`src/lbd_pkg.sv`:
```
// shared constants, types and decode helpers for the local bus dma block
package lbd_pkg;
  localparam int LBD_AW = 16;
  localparam int LBD_DW = 16;
  localparam int LBD_RDW = 8;
  localparam int LBD_RAW = 4;
  localparam logic LBD_STB_IDLE = 1'b1;
  localparam logic [LBD_AW-1:0] LBD_ADDR_RST = 16'h0000;
  localparam logic [LBD_DW-1:0] LBD_DATA_RST = 16'h0000;
  localparam logic [LBD_RDW-1:0] LBD_BYTE_RST = 8'h00;
  localparam logic [LBD_RAW-1:0] LBD_RADDR_RST = 4'h0;
  localparam logic [LBD_AW-1:0] LBD_ADDR_STEP = 16'h0001;

  typedef enum logic [5:0] {
    S_IDLE = 6'h01,
    S_T1 = 6'h02,
    S_T2 = 6'h04,
    S_T3 = 6'h08,
    S_TW = 6'h10,
    S_T4 = 6'h20
  } lbd_state_t;

  typedef enum logic [1:0] {
    K_LRD = 2'h0,
    K_LWR = 2'h1,
    K_RRD = 2'h2,
    K_RWR = 2'h3
  } lbd_kind_t;

  // states in which a memory strobe is held low
  function automatic logic lbd_strobe_state(input lbd_state_t st);
    lbd_strobe_state = (st == S_T2) || (st == S_T3) || (st == S_TW);
  endfunction

  // states in which the ready input is sampled
  function automatic logic lbd_sample_state(input lbd_state_t st);
    lbd_sample_state = (st == S_T3) || (st == S_TW);
  endfunction
endpackage

```
`src/lbd_stream_if.sv`:
```
// valid/ready word stream between the dma core and its read buffer
`timescale 1ns/10ps
interface lbd_stream_if;
  import lbd_pkg::*;
  logic valid;
  logic ready;
  logic [LBD_DW-1:0] data;
  modport src (output valid, output data, input ready);
  modport snk (input valid, input data, output ready);
endinterface

```
`src/lbd_dma_port.sv`:
```
// bus-side dma cycle timing, slave register strobes and remote latch handshake
`timescale 1ns/10ps
// Overview of operation
// - read strobe low, data taken at its rise
// - read strobe floats until bus grant
// - slave write strobe rise writes addressed register
// - slave read low drives selected register out
// - acknowledge low only once access is synchronized
// - four states t1 to t4 per cycle
// - ready sampled in third state
// - each wait state adds one clock
// - read done starts memory read refilling latch
// - port write strobe rises with valid data
// - register address used only while selected
// - write strobe low, rises with valid data
// - write done starts memory write from latch
module lbd_dma_port
  import lbd_pkg::*;
(
  // clock and reset
  input wire logic CLK,
  input wire logic RST,
  // bus ownership
  input wire logic BUS_GRANT,
  output logic BUS_REQUEST_OUT,
  // multiplexed local bus
  input wire logic [LBD_DW-1:0] AD_I,
  output logic [LBD_DW-1:0] AD_O,
  output logic AD_LO_OE,
  output logic AD_HI_OE,
  input wire logic READY,
  // memory and latch strobes
  output logic MASTER_READ_STROBE_N,
  output logic MASTER_READ_STROBE_OE,
  output logic MASTER_WRITE_STROBE_N,
  output logic MASTER_WRITE_STROBE_OE,
  output logic PORT_WRITE_STROBE_N,
  output logic PORT_READ_ENABLE_N,
  // remote dma latch handshake
  input wire logic LATCH_READ_DONE,
  input wire logic LATCH_WRITE_DONE,
  input wire logic REM_LOAD,
  input wire logic [LBD_AW-1:0] REM_ADDR,
  // slave register port
  input wire logic CS_N,
  input wire logic SLAVE_RD_N,
  input wire logic SLAVE_WR_N,
  input wire logic [LBD_RAW-1:0] REGISTER_ADDRESS_INPUTS,
  output logic ACK_N,
  output logic [LBD_RAW-1:0] REG_ADDR,
  input wire logic [LBD_RDW-1:0] REG_RDATA,
  output logic REG_WE,
  output logic [LBD_RDW-1:0] REG_WDATA,
  // local dma requests
  input wire logic LW_REQ,
  input wire logic [LBD_AW-1:0] LW_ADDR,
  input wire logic [LBD_DW-1:0] LW_DATA,
  input wire logic LR_REQ,
  input wire logic [LBD_AW-1:0] LR_ADDR,
  output logic DMA_DONE,
  // read data stream
  output logic RD_VALID,
  output logic [LBD_DW-1:0] RD_DATA,
  input wire logic RD_READY
);
  lbd_state_t state_q, state_d;
  lbd_kind_t kind_q, kind_d, sel_kind;
  logic [LBD_AW-1:0] addr_q, rem_addr_q;
  logic [LBD_DW-1:0] wdata_q, ad_q, cap_q;
  logic latch_read_done_pend_q, latch_write_done_pend_q, push_q, done_q;
  logic mrd_n_q, mwr_n_q, pwr_n_q, prd_n_q, moe_q, bus_request_out_q;
  logic ad_lo_oe_q, ad_hi_oe_q;
  logic slv_sync_q, ack_n_q, wr_low_q, we_q;
  logic [LBD_RDW-1:0] sdata_q, wbyte_q;
  logic [LBD_RAW-1:0] raddr_q;

  lbd_stream_if buf_in ();
  lbd_stream_if buf_out ();

  lbd_rd_buf u_buf (
    .clk(CLK),
    .rst(RST),
    .in_s(buf_in.snk),
    .out_s(buf_out.src)
  );

  // slave access decode; dma never starts while a cpu access is open
  wire slv_busy = !CS_N && (!SLAVE_RD_N || !SLAVE_WR_N);
  wire slv_ok = slv_busy && (state_q == S_IDLE);
  wire slv_acked = slv_ok && slv_sync_q;
  wire slv_rd_drive = slv_acked && !SLAVE_RD_N;
  wire slv_wr_rise = wr_low_q && SLAVE_WR_N;

  // a local read is only started when the buffer has room for its word
  wire lr_go = LR_REQ && buf_in.ready && !push_q;
  wire any_work = latch_write_done_pend_q || latch_read_done_pend_q || LW_REQ || lr_go;
  wire start = (state_q == S_IDLE) && BUS_GRANT && !slv_busy && !slv_sync_q && any_work;
  wire leave_wait = lbd_sample_state(state_q) && !READY;
  wire is_read_d = (kind_d == K_LRD) || (kind_d == K_RRD);
  wire is_write_d = (kind_d == K_LWR) || (kind_d == K_RWR);
  wire stb_d = lbd_strobe_state(state_d);
  wire data_ph_d = stb_d || (state_d == S_T4);
  wire [LBD_AW-1:0] start_addr = (sel_kind == K_LWR) ? LW_ADDR :
                                 (sel_kind == K_LRD) ? LR_ADDR : rem_addr_q;

  assign sel_kind = latch_write_done_pend_q ? K_RWR : latch_read_done_pend_q ? K_RRD : LW_REQ ? K_LWR : K_LRD;
  assign kind_d = start ? sel_kind : kind_q;

  always_comb begin
    state_d = state_q;
    case (state_q)
      S_IDLE: state_d = start ? S_T1 : S_IDLE;
      S_T1: state_d = S_T2;
      S_T2: state_d = S_T3;
      S_T3: state_d = READY ? S_TW : S_T4;
      S_TW: state_d = READY ? S_TW : S_T4;
      S_T4: state_d = S_IDLE;
      default: state_d = S_IDLE;
    endcase
  end

  always_ff @(posedge CLK) begin
    if (RST) begin
      state_q <= S_IDLE;
      kind_q <= K_LRD;
    end else begin
      state_q <= state_d;
      kind_q <= kind_d;
    end
  end

  // cycle address, write data and remote address counter
  always_ff @(posedge CLK) begin
    if (RST) begin
      addr_q <= LBD_ADDR_RST;
      wdata_q <= LBD_DATA_RST;
      rem_addr_q <= LBD_ADDR_RST;
    end else begin
      if (start) begin
        addr_q <= start_addr;
        wdata_q <= LW_DATA;
      end
      if (REM_LOAD) begin
        rem_addr_q <= REM_ADDR;
      end else if (start && (sel_kind == K_RRD || sel_kind == K_RWR)) begin
        rem_addr_q <= rem_addr_q + LBD_ADDR_STEP;
      end
    end
  end

  // latch handshake flags: a new done pulse wins over the clear at start
  always_ff @(posedge CLK) begin
    if (RST) begin
      latch_read_done_pend_q <= 1'b0;
      latch_write_done_pend_q <= 1'b0;
    end else begin
      latch_read_done_pend_q <= LATCH_READ_DONE || (latch_read_done_pend_q && !(start && sel_kind == K_RRD));
      latch_write_done_pend_q <= LATCH_WRITE_DONE || (latch_write_done_pend_q && !(start && sel_kind == K_RWR));
    end
  end

  // strobes and bus registered from next state so every edge is clean
  always_ff @(posedge CLK) begin
    if (RST) begin
      mrd_n_q <= LBD_STB_IDLE;
      mwr_n_q <= LBD_STB_IDLE;
      pwr_n_q <= LBD_STB_IDLE;
      prd_n_q <= LBD_STB_IDLE;
      moe_q <= 1'b0;
      ad_q <= LBD_DATA_RST;
      ad_lo_oe_q <= 1'b0;
      ad_hi_oe_q <= 1'b0;
      bus_request_out_q <= 1'b0;
    end else begin
      moe_q <= BUS_GRANT;
      mrd_n_q <= !(stb_d && is_read_d);
      mwr_n_q <= !(stb_d && is_write_d);
      pwr_n_q <= !(stb_d && kind_d == K_RRD);
      prd_n_q <= !(data_ph_d && kind_d == K_RWR);
      ad_hi_oe_q <= (state_d == S_T1) || (data_ph_d && kind_d == K_LWR);
      ad_lo_oe_q <= (state_d == S_T1) || (data_ph_d && kind_d == K_LWR) || slv_rd_drive;
      if (state_d == S_T1) begin
        ad_q <= start_addr;
      end else if (slv_rd_drive) begin
        ad_q <= {8'h00, REG_RDATA};
      end else if (data_ph_d && kind_d == K_LWR) begin
        ad_q <= wdata_q;
      end
      bus_request_out_q <= any_work || (state_d != S_IDLE);
    end
  end

  // read data taken on the edge where the read strobe rises
  always_ff @(posedge CLK) begin
    if (RST) begin
      push_q <= 1'b0;
      cap_q <= LBD_DATA_RST;
      done_q <= 1'b0;
    end else begin
      push_q <= leave_wait && (kind_q == K_LRD);
      done_q <= leave_wait && (kind_q == K_LRD || kind_q == K_LWR);
      if (leave_wait && kind_q == K_LRD) begin
        cap_q <= AD_I;
      end
    end
  end

  assign buf_in.valid = push_q;
  assign buf_in.data = cap_q;
  assign buf_out.ready = RD_READY;

  // slave port: one stage of synchronization before acknowledge
  always_ff @(posedge CLK) begin
    if (RST) begin
      slv_sync_q <= 1'b0;
      ack_n_q <= 1'b1;
      wr_low_q <= 1'b0;
      we_q <= 1'b0;
      sdata_q <= LBD_BYTE_RST;
      wbyte_q <= LBD_BYTE_RST;
      raddr_q <= LBD_RADDR_RST;
    end else begin
      slv_sync_q <= slv_ok;
      ack_n_q <= !slv_acked;
      wr_low_q <= slv_acked && !SLAVE_WR_N;
      if (!CS_N) begin
        raddr_q <= REGISTER_ADDRESS_INPUTS;
      end
      if (slv_acked && !SLAVE_WR_N) begin
        sdata_q <= AD_I[LBD_RDW-1:0];
      end
      we_q <= slv_wr_rise;
      if (slv_wr_rise) begin
        wbyte_q <= sdata_q;
      end
    end
  end

  assign BUS_REQUEST_OUT = bus_request_out_q;
  assign AD_O = ad_q;
  assign AD_LO_OE = ad_lo_oe_q;
  assign AD_HI_OE = ad_hi_oe_q;
  assign MASTER_READ_STROBE_N = mrd_n_q;
  assign MASTER_READ_STROBE_OE = moe_q;
  assign MASTER_WRITE_STROBE_N = mwr_n_q;
  assign MASTER_WRITE_STROBE_OE = moe_q;
  assign PORT_WRITE_STROBE_N = pwr_n_q;
  assign PORT_READ_ENABLE_N = prd_n_q;
  assign ACK_N = ack_n_q;
  assign REG_ADDR = raddr_q;
  assign REG_WE = we_q;
  assign REG_WDATA = wbyte_q;
  assign DMA_DONE = done_q;
  assign RD_VALID = buf_out.valid;
  assign RD_DATA = buf_out.data;
endmodule

```
`src/lbd_rd_buf.sv`:
```
// two-entry buffer for words read from buffer memory
`timescale 1ns/10ps
module lbd_rd_buf
  import lbd_pkg::*;
(
  // clock and reset
  input wire logic clk,
  input wire logic rst,
  // streams
  lbd_stream_if.snk in_s,
  lbd_stream_if.src out_s
);
  logic [LBD_DW-1:0] d0_q;
  logic [LBD_DW-1:0] d1_q;
  logic v0_q;
  logic v1_q;
  wire push = in_s.valid && !v1_q;
  wire pop = v0_q && out_s.ready;

  assign in_s.ready = !v1_q;
  assign out_s.valid = v0_q;
  assign out_s.data = d0_q;

  always_ff @(posedge clk) begin
    if (rst) begin
      v0_q <= 1'b0;
      v1_q <= 1'b0;
      d0_q <= LBD_DATA_RST;
      d1_q <= LBD_DATA_RST;
    end else begin
      case ({push, pop})
        2'b10: begin
          if (!v0_q) begin
            d0_q <= in_s.data;
            v0_q <= 1'b1;
          end else begin
            d1_q <= in_s.data;
            v1_q <= 1'b1;
          end
        end
        2'b01: begin
          d0_q <= d1_q;
          v0_q <= v1_q;
          v1_q <= 1'b0;
        end
        2'b11: begin
          // head leaves while a word arrives: occupancy is unchanged
          if (v1_q) begin
            d0_q <= d1_q;
            d1_q <= in_s.data;
          end else begin
            d0_q <= in_s.data;
          end
        end
        default: begin
          v0_q <= v0_q;
        end
      endcase
    end
  end
endmodule

```
`config.mk`:
```
export PLATFORM = sky130hd
export DESIGN_NAME = lbd_dma_port
export DESIGN_NICKNAME = d
export VERILOG_FILES = /design/src/lbd_pkg.sv /design/src/lbd_stream_if.sv /design/src/lbd_dma_port.sv /design/src/lbd_rd_buf.sv
export SDC_FILE = /design/constraint.sdc
export NUM_CORES = 1
export LEC_CHECK = 0
export ABC_AREA = 1
export CAP_MARGIN = 20
export CORE_ASPECT_RATIO = 1.2
export CORE_MARGIN = 2
export CORE_UTILIZATION = 63
export DETAILED_ROUTE_END_ITERATION = 12
export DONT_BUFFER_PORTS = 1
export GPL_ROUTABILITY_DRIVEN = 0
export PLACE_DENSITY = 0.79
export SLEW_MARGIN = 20
export SYNTH_ARGS = -nofsm -noshare
export SYNTH_HDL_FRONTEND = slang
export SYNTH_SLANG_ARGS = --single-unit
```
`constraint.sdc`:
```
create_clock -name CLK -period 2.2 [get_ports CLK]
set_input_delay 0 -clock CLK [delete_from_list [all_inputs] [get_ports CLK]]
set_output_delay 0 -clock CLK [all_outputs]
set_load 0.05 [all_outputs]
```
After elaboration in Yosys (flattened, before gate mapping)
Cells that the tools add are included.
{ "word_totals": {"register_bits": 142, "latchBits": 0, "mem_bits_rw": 0, "mem_bits_ro": 0, "inputBits": 105, "out_inout_bits": 57, "word_cells": 148, "mem_count": 0} }
{ "classes": {"add_sub_neg": 1, "mul": 0, "div_mod_pow": 0, "order_cmp": 0, "n_eq_ne": 24, "shift": 0, "n_mux": 23, "n_bitwise": 0, "n_reduce_logical": 71} }
{ "ops": {"columns": ["cell", "count"], "rows": [
  ["16-bit two-way mux", 11],
  ["16-bit one-hot mux with 3 select lines", 1],
  ["16-bit one-hot mux with 2 select lines", 1],
  ["1-bit logical AND", 27],
  ["6-bit one-hot mux with 4 select lines", 1],
  ["1-bit logical OR", 17],
  ["16-bit by 1-bit adder with 16-bit output (second input constant)", 1],
  ["1-bit logical NOT", 15],
  ["2-bit equality test (second input constant)", 6],
  ["6-bit by 2-bit equality test with 1-bit output (second input constant)", 2],
  ["6-bit by 3-bit equality test with 1-bit output (second input constant)", 2],
  ["6-bit by 4-bit equality test with 1-bit output (second input constant)", 2],
  ["6-bit by 5-bit equality test with 1-bit output (second input constant)", 2],
  ["2-bit by 1-bit equality test with 1-bit output (second input constant)", 4],
  ["2-bit two-way mux", 4],
  ["6-bit by 1-bit equality test with 1-bit output (second input constant)", 1],
  ["6-bit equality test (second input constant)", 1],
  ["2-bit logical NOT", 3],
  ["6-bit two-way mux", 1],
  ["6-bit by 1-bit inequality test with 1-bit output (second input constant)", 1],
  ["2-bit nonzero test", 3],
  ["3-bit nonzero test", 2],
  ["2-bit by 1-bit inequality test with 1-bit output (second input constant)", 2],
  ["1-bit one-hot mux with 2 select lines", 2],
  ["5 further kinds", 7]
]} }

Logic depth before layout (Yosys ltp)
{ "logic_depth": {"depth_word": 17, "depth_mapped": 14, "ltp_nobuf": 12} }

By module
From an unflattened synthesis, not the netlist that was laid out.
{ "unflattened": {"cells_unflattened": 985, "area_unflattened_um2": 6902.9} }
{ "modules_own_cells": {"columns": ["mod", "n_inst", "cells_each", "area_per_inst_um2", "seq_area_each_um2"], "rows": [
  ["lbd_dma_port", 1, 700, 5052.3, 2162.1],
  ["lbd_rd_buf", 1, 285, 1850.5, 680.7]
]} }

Least setup slack after synthesis
No wires, ideal clock.
{ "synth_timing": {"kind": "register to register", "start": "register u_buf.v0_q (netlist: u_buf.out_s.valid)", "end": "register u_buf.d0_q[14] (netlist: u_buf.out_s.data[14])", "setup_ns": 0.074, "arrival_time_ns": 2.380, "t_required_ns": 2.126, "setup_slack_ns": -0.254, "stages_incl_launch_ff": 10, "synth_period_minus_slack_ns": 2.454, "path_cell_list": "dfxtp_1 nand2_1 clkinv_1 clkbuf_1 ha_1 inv_1 o21ai_1 clkbuf_1 nand3_1 a31oi_1"} }
{ "synth_between": {"elab_chain_cells": 4, "word_cells_on_any_way": 8, "classes_between": "eq/ne: 4; mux: 1; reduce/logical: 3"} }
{ "synth_rtl": {"columns": ["element", "line", "rtl"], "rows": [
  ["start, declared", "lbd_rd_buf.sv:15", "logic v0_q;"],
  ["start signal, assigned", "lbd_rd_buf.sv:43", "v0_q <= v1_q;"],
  ["start signal, assigned", "lbd_rd_buf.sv:56", "v0_q <= v0_q;"],
  ["1-bit logical AND", "lbd_rd_buf.sv:18", "wire pop = v0_q && out_s.ready;"],
  ["2-bit equality test / 2-bit by 1-bit equality test with 1-bit output (equally long branches)", "lbd_rd_buf.sv:31", "case ({push, pop})"],
  ["2-bit inequality test (no source line) / 3-bit nonzero test (equally long branches)", null, null],
  ["2-bit AND reduction (no source line)", null, null],
  ["end signal, assigned", "lbd_rd_buf.sv:34", "d0_q <= in_s.data;"],
  ["end signal, assigned", "lbd_rd_buf.sv:42", "d0_q <= d1_q;"],
  ["end signal, assigned", "lbd_rd_buf.sv:49", "d0_q <= d1_q;"],
  ["end, declared", "lbd_rd_buf.sv:13", "logic [LBD_DW-1:0] d0_q;"]
]} }
Several ways; a longest one is shown, not always the timed one.
A chain may end at the register's enable or synchronous reset.

Final worst setup path
{ "layout_timing": {"start": "register u_buf.v0_q (netlist: u_buf.out_s.valid)", "end": "register u_buf.d1_q[2]"} }
{ "layout_between": {"elab_chain_cells": 4, "word_cells_on_any_way": 8, "classes_between": "eq/ne: 4; mux: 1; reduce/logical: 3"} }
{ "layout_rtl": {"columns": ["element", "line", "rtl"], "rows": [
  ["1-bit logical AND", "lbd_rd_buf.sv:18", null],
  ["2-bit equality test", "lbd_rd_buf.sv:31", null],
  ["2-bit by 1-bit inequality test with 1-bit output (no source line) / 2-bit nonzero test (equally long branches)", null, null],
  ["3-bit AND reduction (no source line)", null, null],
  ["end signal, assigned", "lbd_rd_buf.sv:37", "d1_q <= in_s.data;"],
  ["end signal, assigned", "lbd_rd_buf.sv:50", "d1_q <= in_s.data;"],
  ["end, declared", "lbd_rd_buf.sv:14", "logic [LBD_DW-1:0] d1_q;"]
]} }
Several ways; a longest one is shown, not always the timed one.

==> flow_metrics.env <==
export IMPL_outcome="complete, no violations"
export IMPL_ys_seq_area_share_pct=44.44
export IMPL_tns_ns=0
export IMPL_async_reset_ff_share_pct=0
export IMPL_antenna_found_initial=1
export IMPL_reg2reg_from="u_buf.out_s.valid"
export IMPL_dpl_hpwl_mm=11.95
export IMPL_fin_cells=1079
export IMPL_ys_types=39
export IMPL_yosys_cell_count_top_type="dfxtp_1"
export IMPL_rrSetupSlack_ns=0.19
export IMPL_rows=40
export IMPL_finalClockSkew_ns=0.01069
export IMPL_crit_fanout=16
export IMPL_cts_buffers=17
export IMPL_end_kind="register"
export IMPL_numPortBuffers=0
export IMPL_crit_cells=10
export IMPL_arrival_ns=2.31
export IMPL_power_mw=6.329
export IMPL_cts_htree_levels=4
export IMPL_hp_class="in2reg"
export IMPL_grt_max_degree=46
export IMPL_synth_avg_cell_area_um2=7.336
export IMPL_grt_pass1_vias=5982
export IMPL_synth_area_mm2=0.006397
export IMPL_finalNetCount=1048
export IMPL_grt_pass1_wl_mm=28.32
export IMPL_die_area_mm2=0.01098
export IMPL_crit_buf_inv=4
export IMPL_synth_edf_count=0
export IMPL_drive_above_1_share_pct=10.82
export IMPL_clk_pin_slew_ns=0.06
export IMPL_fin_crit_ns=2.014
export IMPL_core_mm2=0.009960
export IMPL_nFillCells=699
export IMPL_crit_path_end="u_buf.d1_q[2]"
export IMPL_p_per_area_mw_per_mm2=807.3
export IMPL_initial_core_util_pct=64.23
export IMPL_synth_seq_cells=142
export IMPL_fmax_ghz=0.4966
export IMPL_clockBufferDepth=2
export IMPL_drt_total_wl_mm=18.66
export IMPL_synth_top_cell_by_area="dfxtp_1"
export IMPL_ys_top_cells_by_area="dfxtp_1 44%, o21ai_0 7.9%, nand2_1 7.0%"
export IMPL_ant_nets=0
export IMPL_viasPerCell=5.964
export IMPL_critPathLaunchType="register"
export IMPL_p_leak_nw=3.142
export IMPL_ff2ff_path_depth=10
export IMPL_place_area_mm2=0.006469
export IMPL_worstReg2RegEnd="u_buf.d1_q[2]"
export IMPL_setup_slack_ns=0.1862
export IMPL_slowest_stage="dfxtp_2"
export IMPL_critPathMaxStageDelay_ns=0.32
export IMPL_ios=162
export IMPL_grt_ovfl_total=0
export IMPL_grt_usage_pct=33.06
export IMPL_final_util_pct=78.72
export IMPL_vdd_ir_drop_worst_v=0.0005106
export IMPL_cp_top_family="buffers and inverters"
export IMPL_final_hold_violation_count=0
export IMPL_first_pass_iters=6
export IMPL_synth_top_cell_area_share_pct=44.44
export IMPL_critPathKind="reg2reg"
export IMPL_crit_start="u_buf.out_s.valid"
export IMPL_crit_required_ns=2.49
export IMPL_synth_common_cells="142 x dfxtp_1, 119 x nand2_1, 104 x nor2_1, 101 x o21ai_0, 84 x inv_1"
export IMPL_drv_slew=0
export IMPL_placed_cells=965
export IMPL_areaGrowthSynthToFinish_pct=22.55
export IMPL_syn_nets=981
export IMPL_setup_viol=0
export IMPL_path_cells="nand2_1 > clkinv_1 > ha_1 > inv_1 > o21ai_0 > o21ai_2 > clkinvlp_4 > buf_4 > o21ai_0 > a21oi_1"
export IMPL_drt_iter0_drc=564
export IMPL_fp_dieH_um=114.4
export IMPL_finalCritPeriodShare_pct=91.54
export IMPL_drv_cap=0
export IMPL_pre_cts_ws_ns=0.06424
export IMPL_relSlewSlack_pct=35.98
export IMPL_die_x_um=95.99
export IMPL_wl_per_cell_um=17.29
export IMPL_cts_num_sinks=142
export IMPL_clkLatencyLatePin_ns=0.42
export IMPL_root_buffer="clkbuf_16"
export IMPL_crit_path_frequent_cell="o21ai_0"
export IMPL_via_count=6435
export IMPL_synthCells=872
export IMPL_rsz0062_at_grt="false"
export IMPL_worst_slew_pin_slew_ns=0.9590
export IMPL_hold_ws_ns=0.001841
export IMPL_cts_tree="built"
export IMPL_yosysWarnings=0
export IMPL_fin_area_mm2=0.007840
export IMPL_synthFlopType="dfxtp_1"
export IMPL_drc_errors=0
report_power, final:
| group | switching, mW | leakage, nW | internal [mW] | total (mW) |
|---|---|---|---|---|
| Sequential | 0.220 | 1.16 | 2.67 | 2.89 |
| Combinational | 0.429 | 1.72 | 0.291 | 0.721 |
| Clock | 1.12 | 0.263 | 1.59 | 2.71 |
cells by family (layout without fill, tap and decap cells):
group / count (synthesis) / after routing / synth area share [%]
compound gates: 235 / 235 / 20.13
fa+ha+maj: 4 / 4 / 0.7824
buf+inv: 141 / 221 / 8.840
simple gates: 341 / 341 / 24.58
xor+xnor: 9 / 9 / 1.232
other cells: 0 / 1 / 0
flops: 142 / 142 / 44.44
placed cells by master, fill, tap and decap left out, types with 4 or more instances in the layout:
cell type,n
a21oi_1,81
nor3_1,9
nand4_1,16
inv_2,8
xor2_1,6
o211ai_1,5
or2_2,16
nor2_2,6
inv_1,82
clkinvlp_4,6
nor2_1,104
nand2_1,119
dlygate4sd3_1,75
dfxtp_1,141
o21ai_0,100
buf_4,18
ha_1,4
nand3_1,54
a31oi_1,20
o221ai_1,9
o22ai_1,8
clkbuf_16,17
final cells by class:
cell class                      count  area (um^2)  area share (%)
Multi-Input combinational cell    589         3004           38.32
Sequential cell                   142         2844           36.28
Timing Repair Buffer               95        910.9           11.62
Clock buffer                       20        446.7           5.697
Inverter                           93        352.8           4.500
Tap cell                          126        157.7           2.011
Clock inverter                     12        113.9           1.452
Timing Repair inverter              1        7.507         0.09575
Antenna cell                        1        2.502         0.03192
repair_timing:
item,in CTS,in global routing
buffers inserted,0,4
hold buffers,76,0
gates resized for setup,0,5
setup endpoints to repair,0,19
hold endpoints to repair,94,0
worst min-delay path: cells and delay by family:
kind | cells | cell delay, ns
and+or+nand+nor | 6 | 0.37
flip-flops by register name, summed over array words and instances, names as in the netlist, 2 cells and up:
register and flops:
AD_O 16, rem_addr_q 16, state_q 6, buf_in.data 16, kind_q 2, wdata_q 16, sdata_q 8, REG_ADDR 4
REG_WDATA 8, u_buf.out_s.data 16, u_buf.d1_q 16
metal layers:
metal / up-vias / global-route usage [%] / share of wire (%)
li1: 3040 / - / -
met1: 2973 / 36.74 / 37
met2: 360 / 57.08 / 50
met3: 62 / 9.480 / 9.4
met4: 0 / 15.81 / 3.7
met5: - / 0 / 0
worst min-delay path by stage:
stage / start / endpoint / slack, ns / cells past startpoint
4_1_cts: REG_RDATA[7] / AD_O[7] / 0.004 / 6
6_report: REG_RDATA[5] / AD_O[5] / 0.002 / 6
3_5_place_dp: RST / kind_q[0] / 0.08 / 1
3_3_place_gp: RST / latch_read_done_pend_q / 0.08 / 1
2_1_floorplan: SLAVE_WR_N / wr_low_q / 0.07 / 1
5_1_grt: REG_RDATA[5] / AD_O[5] / 0.07 / 6
Power figures use the tool's default switching activity.
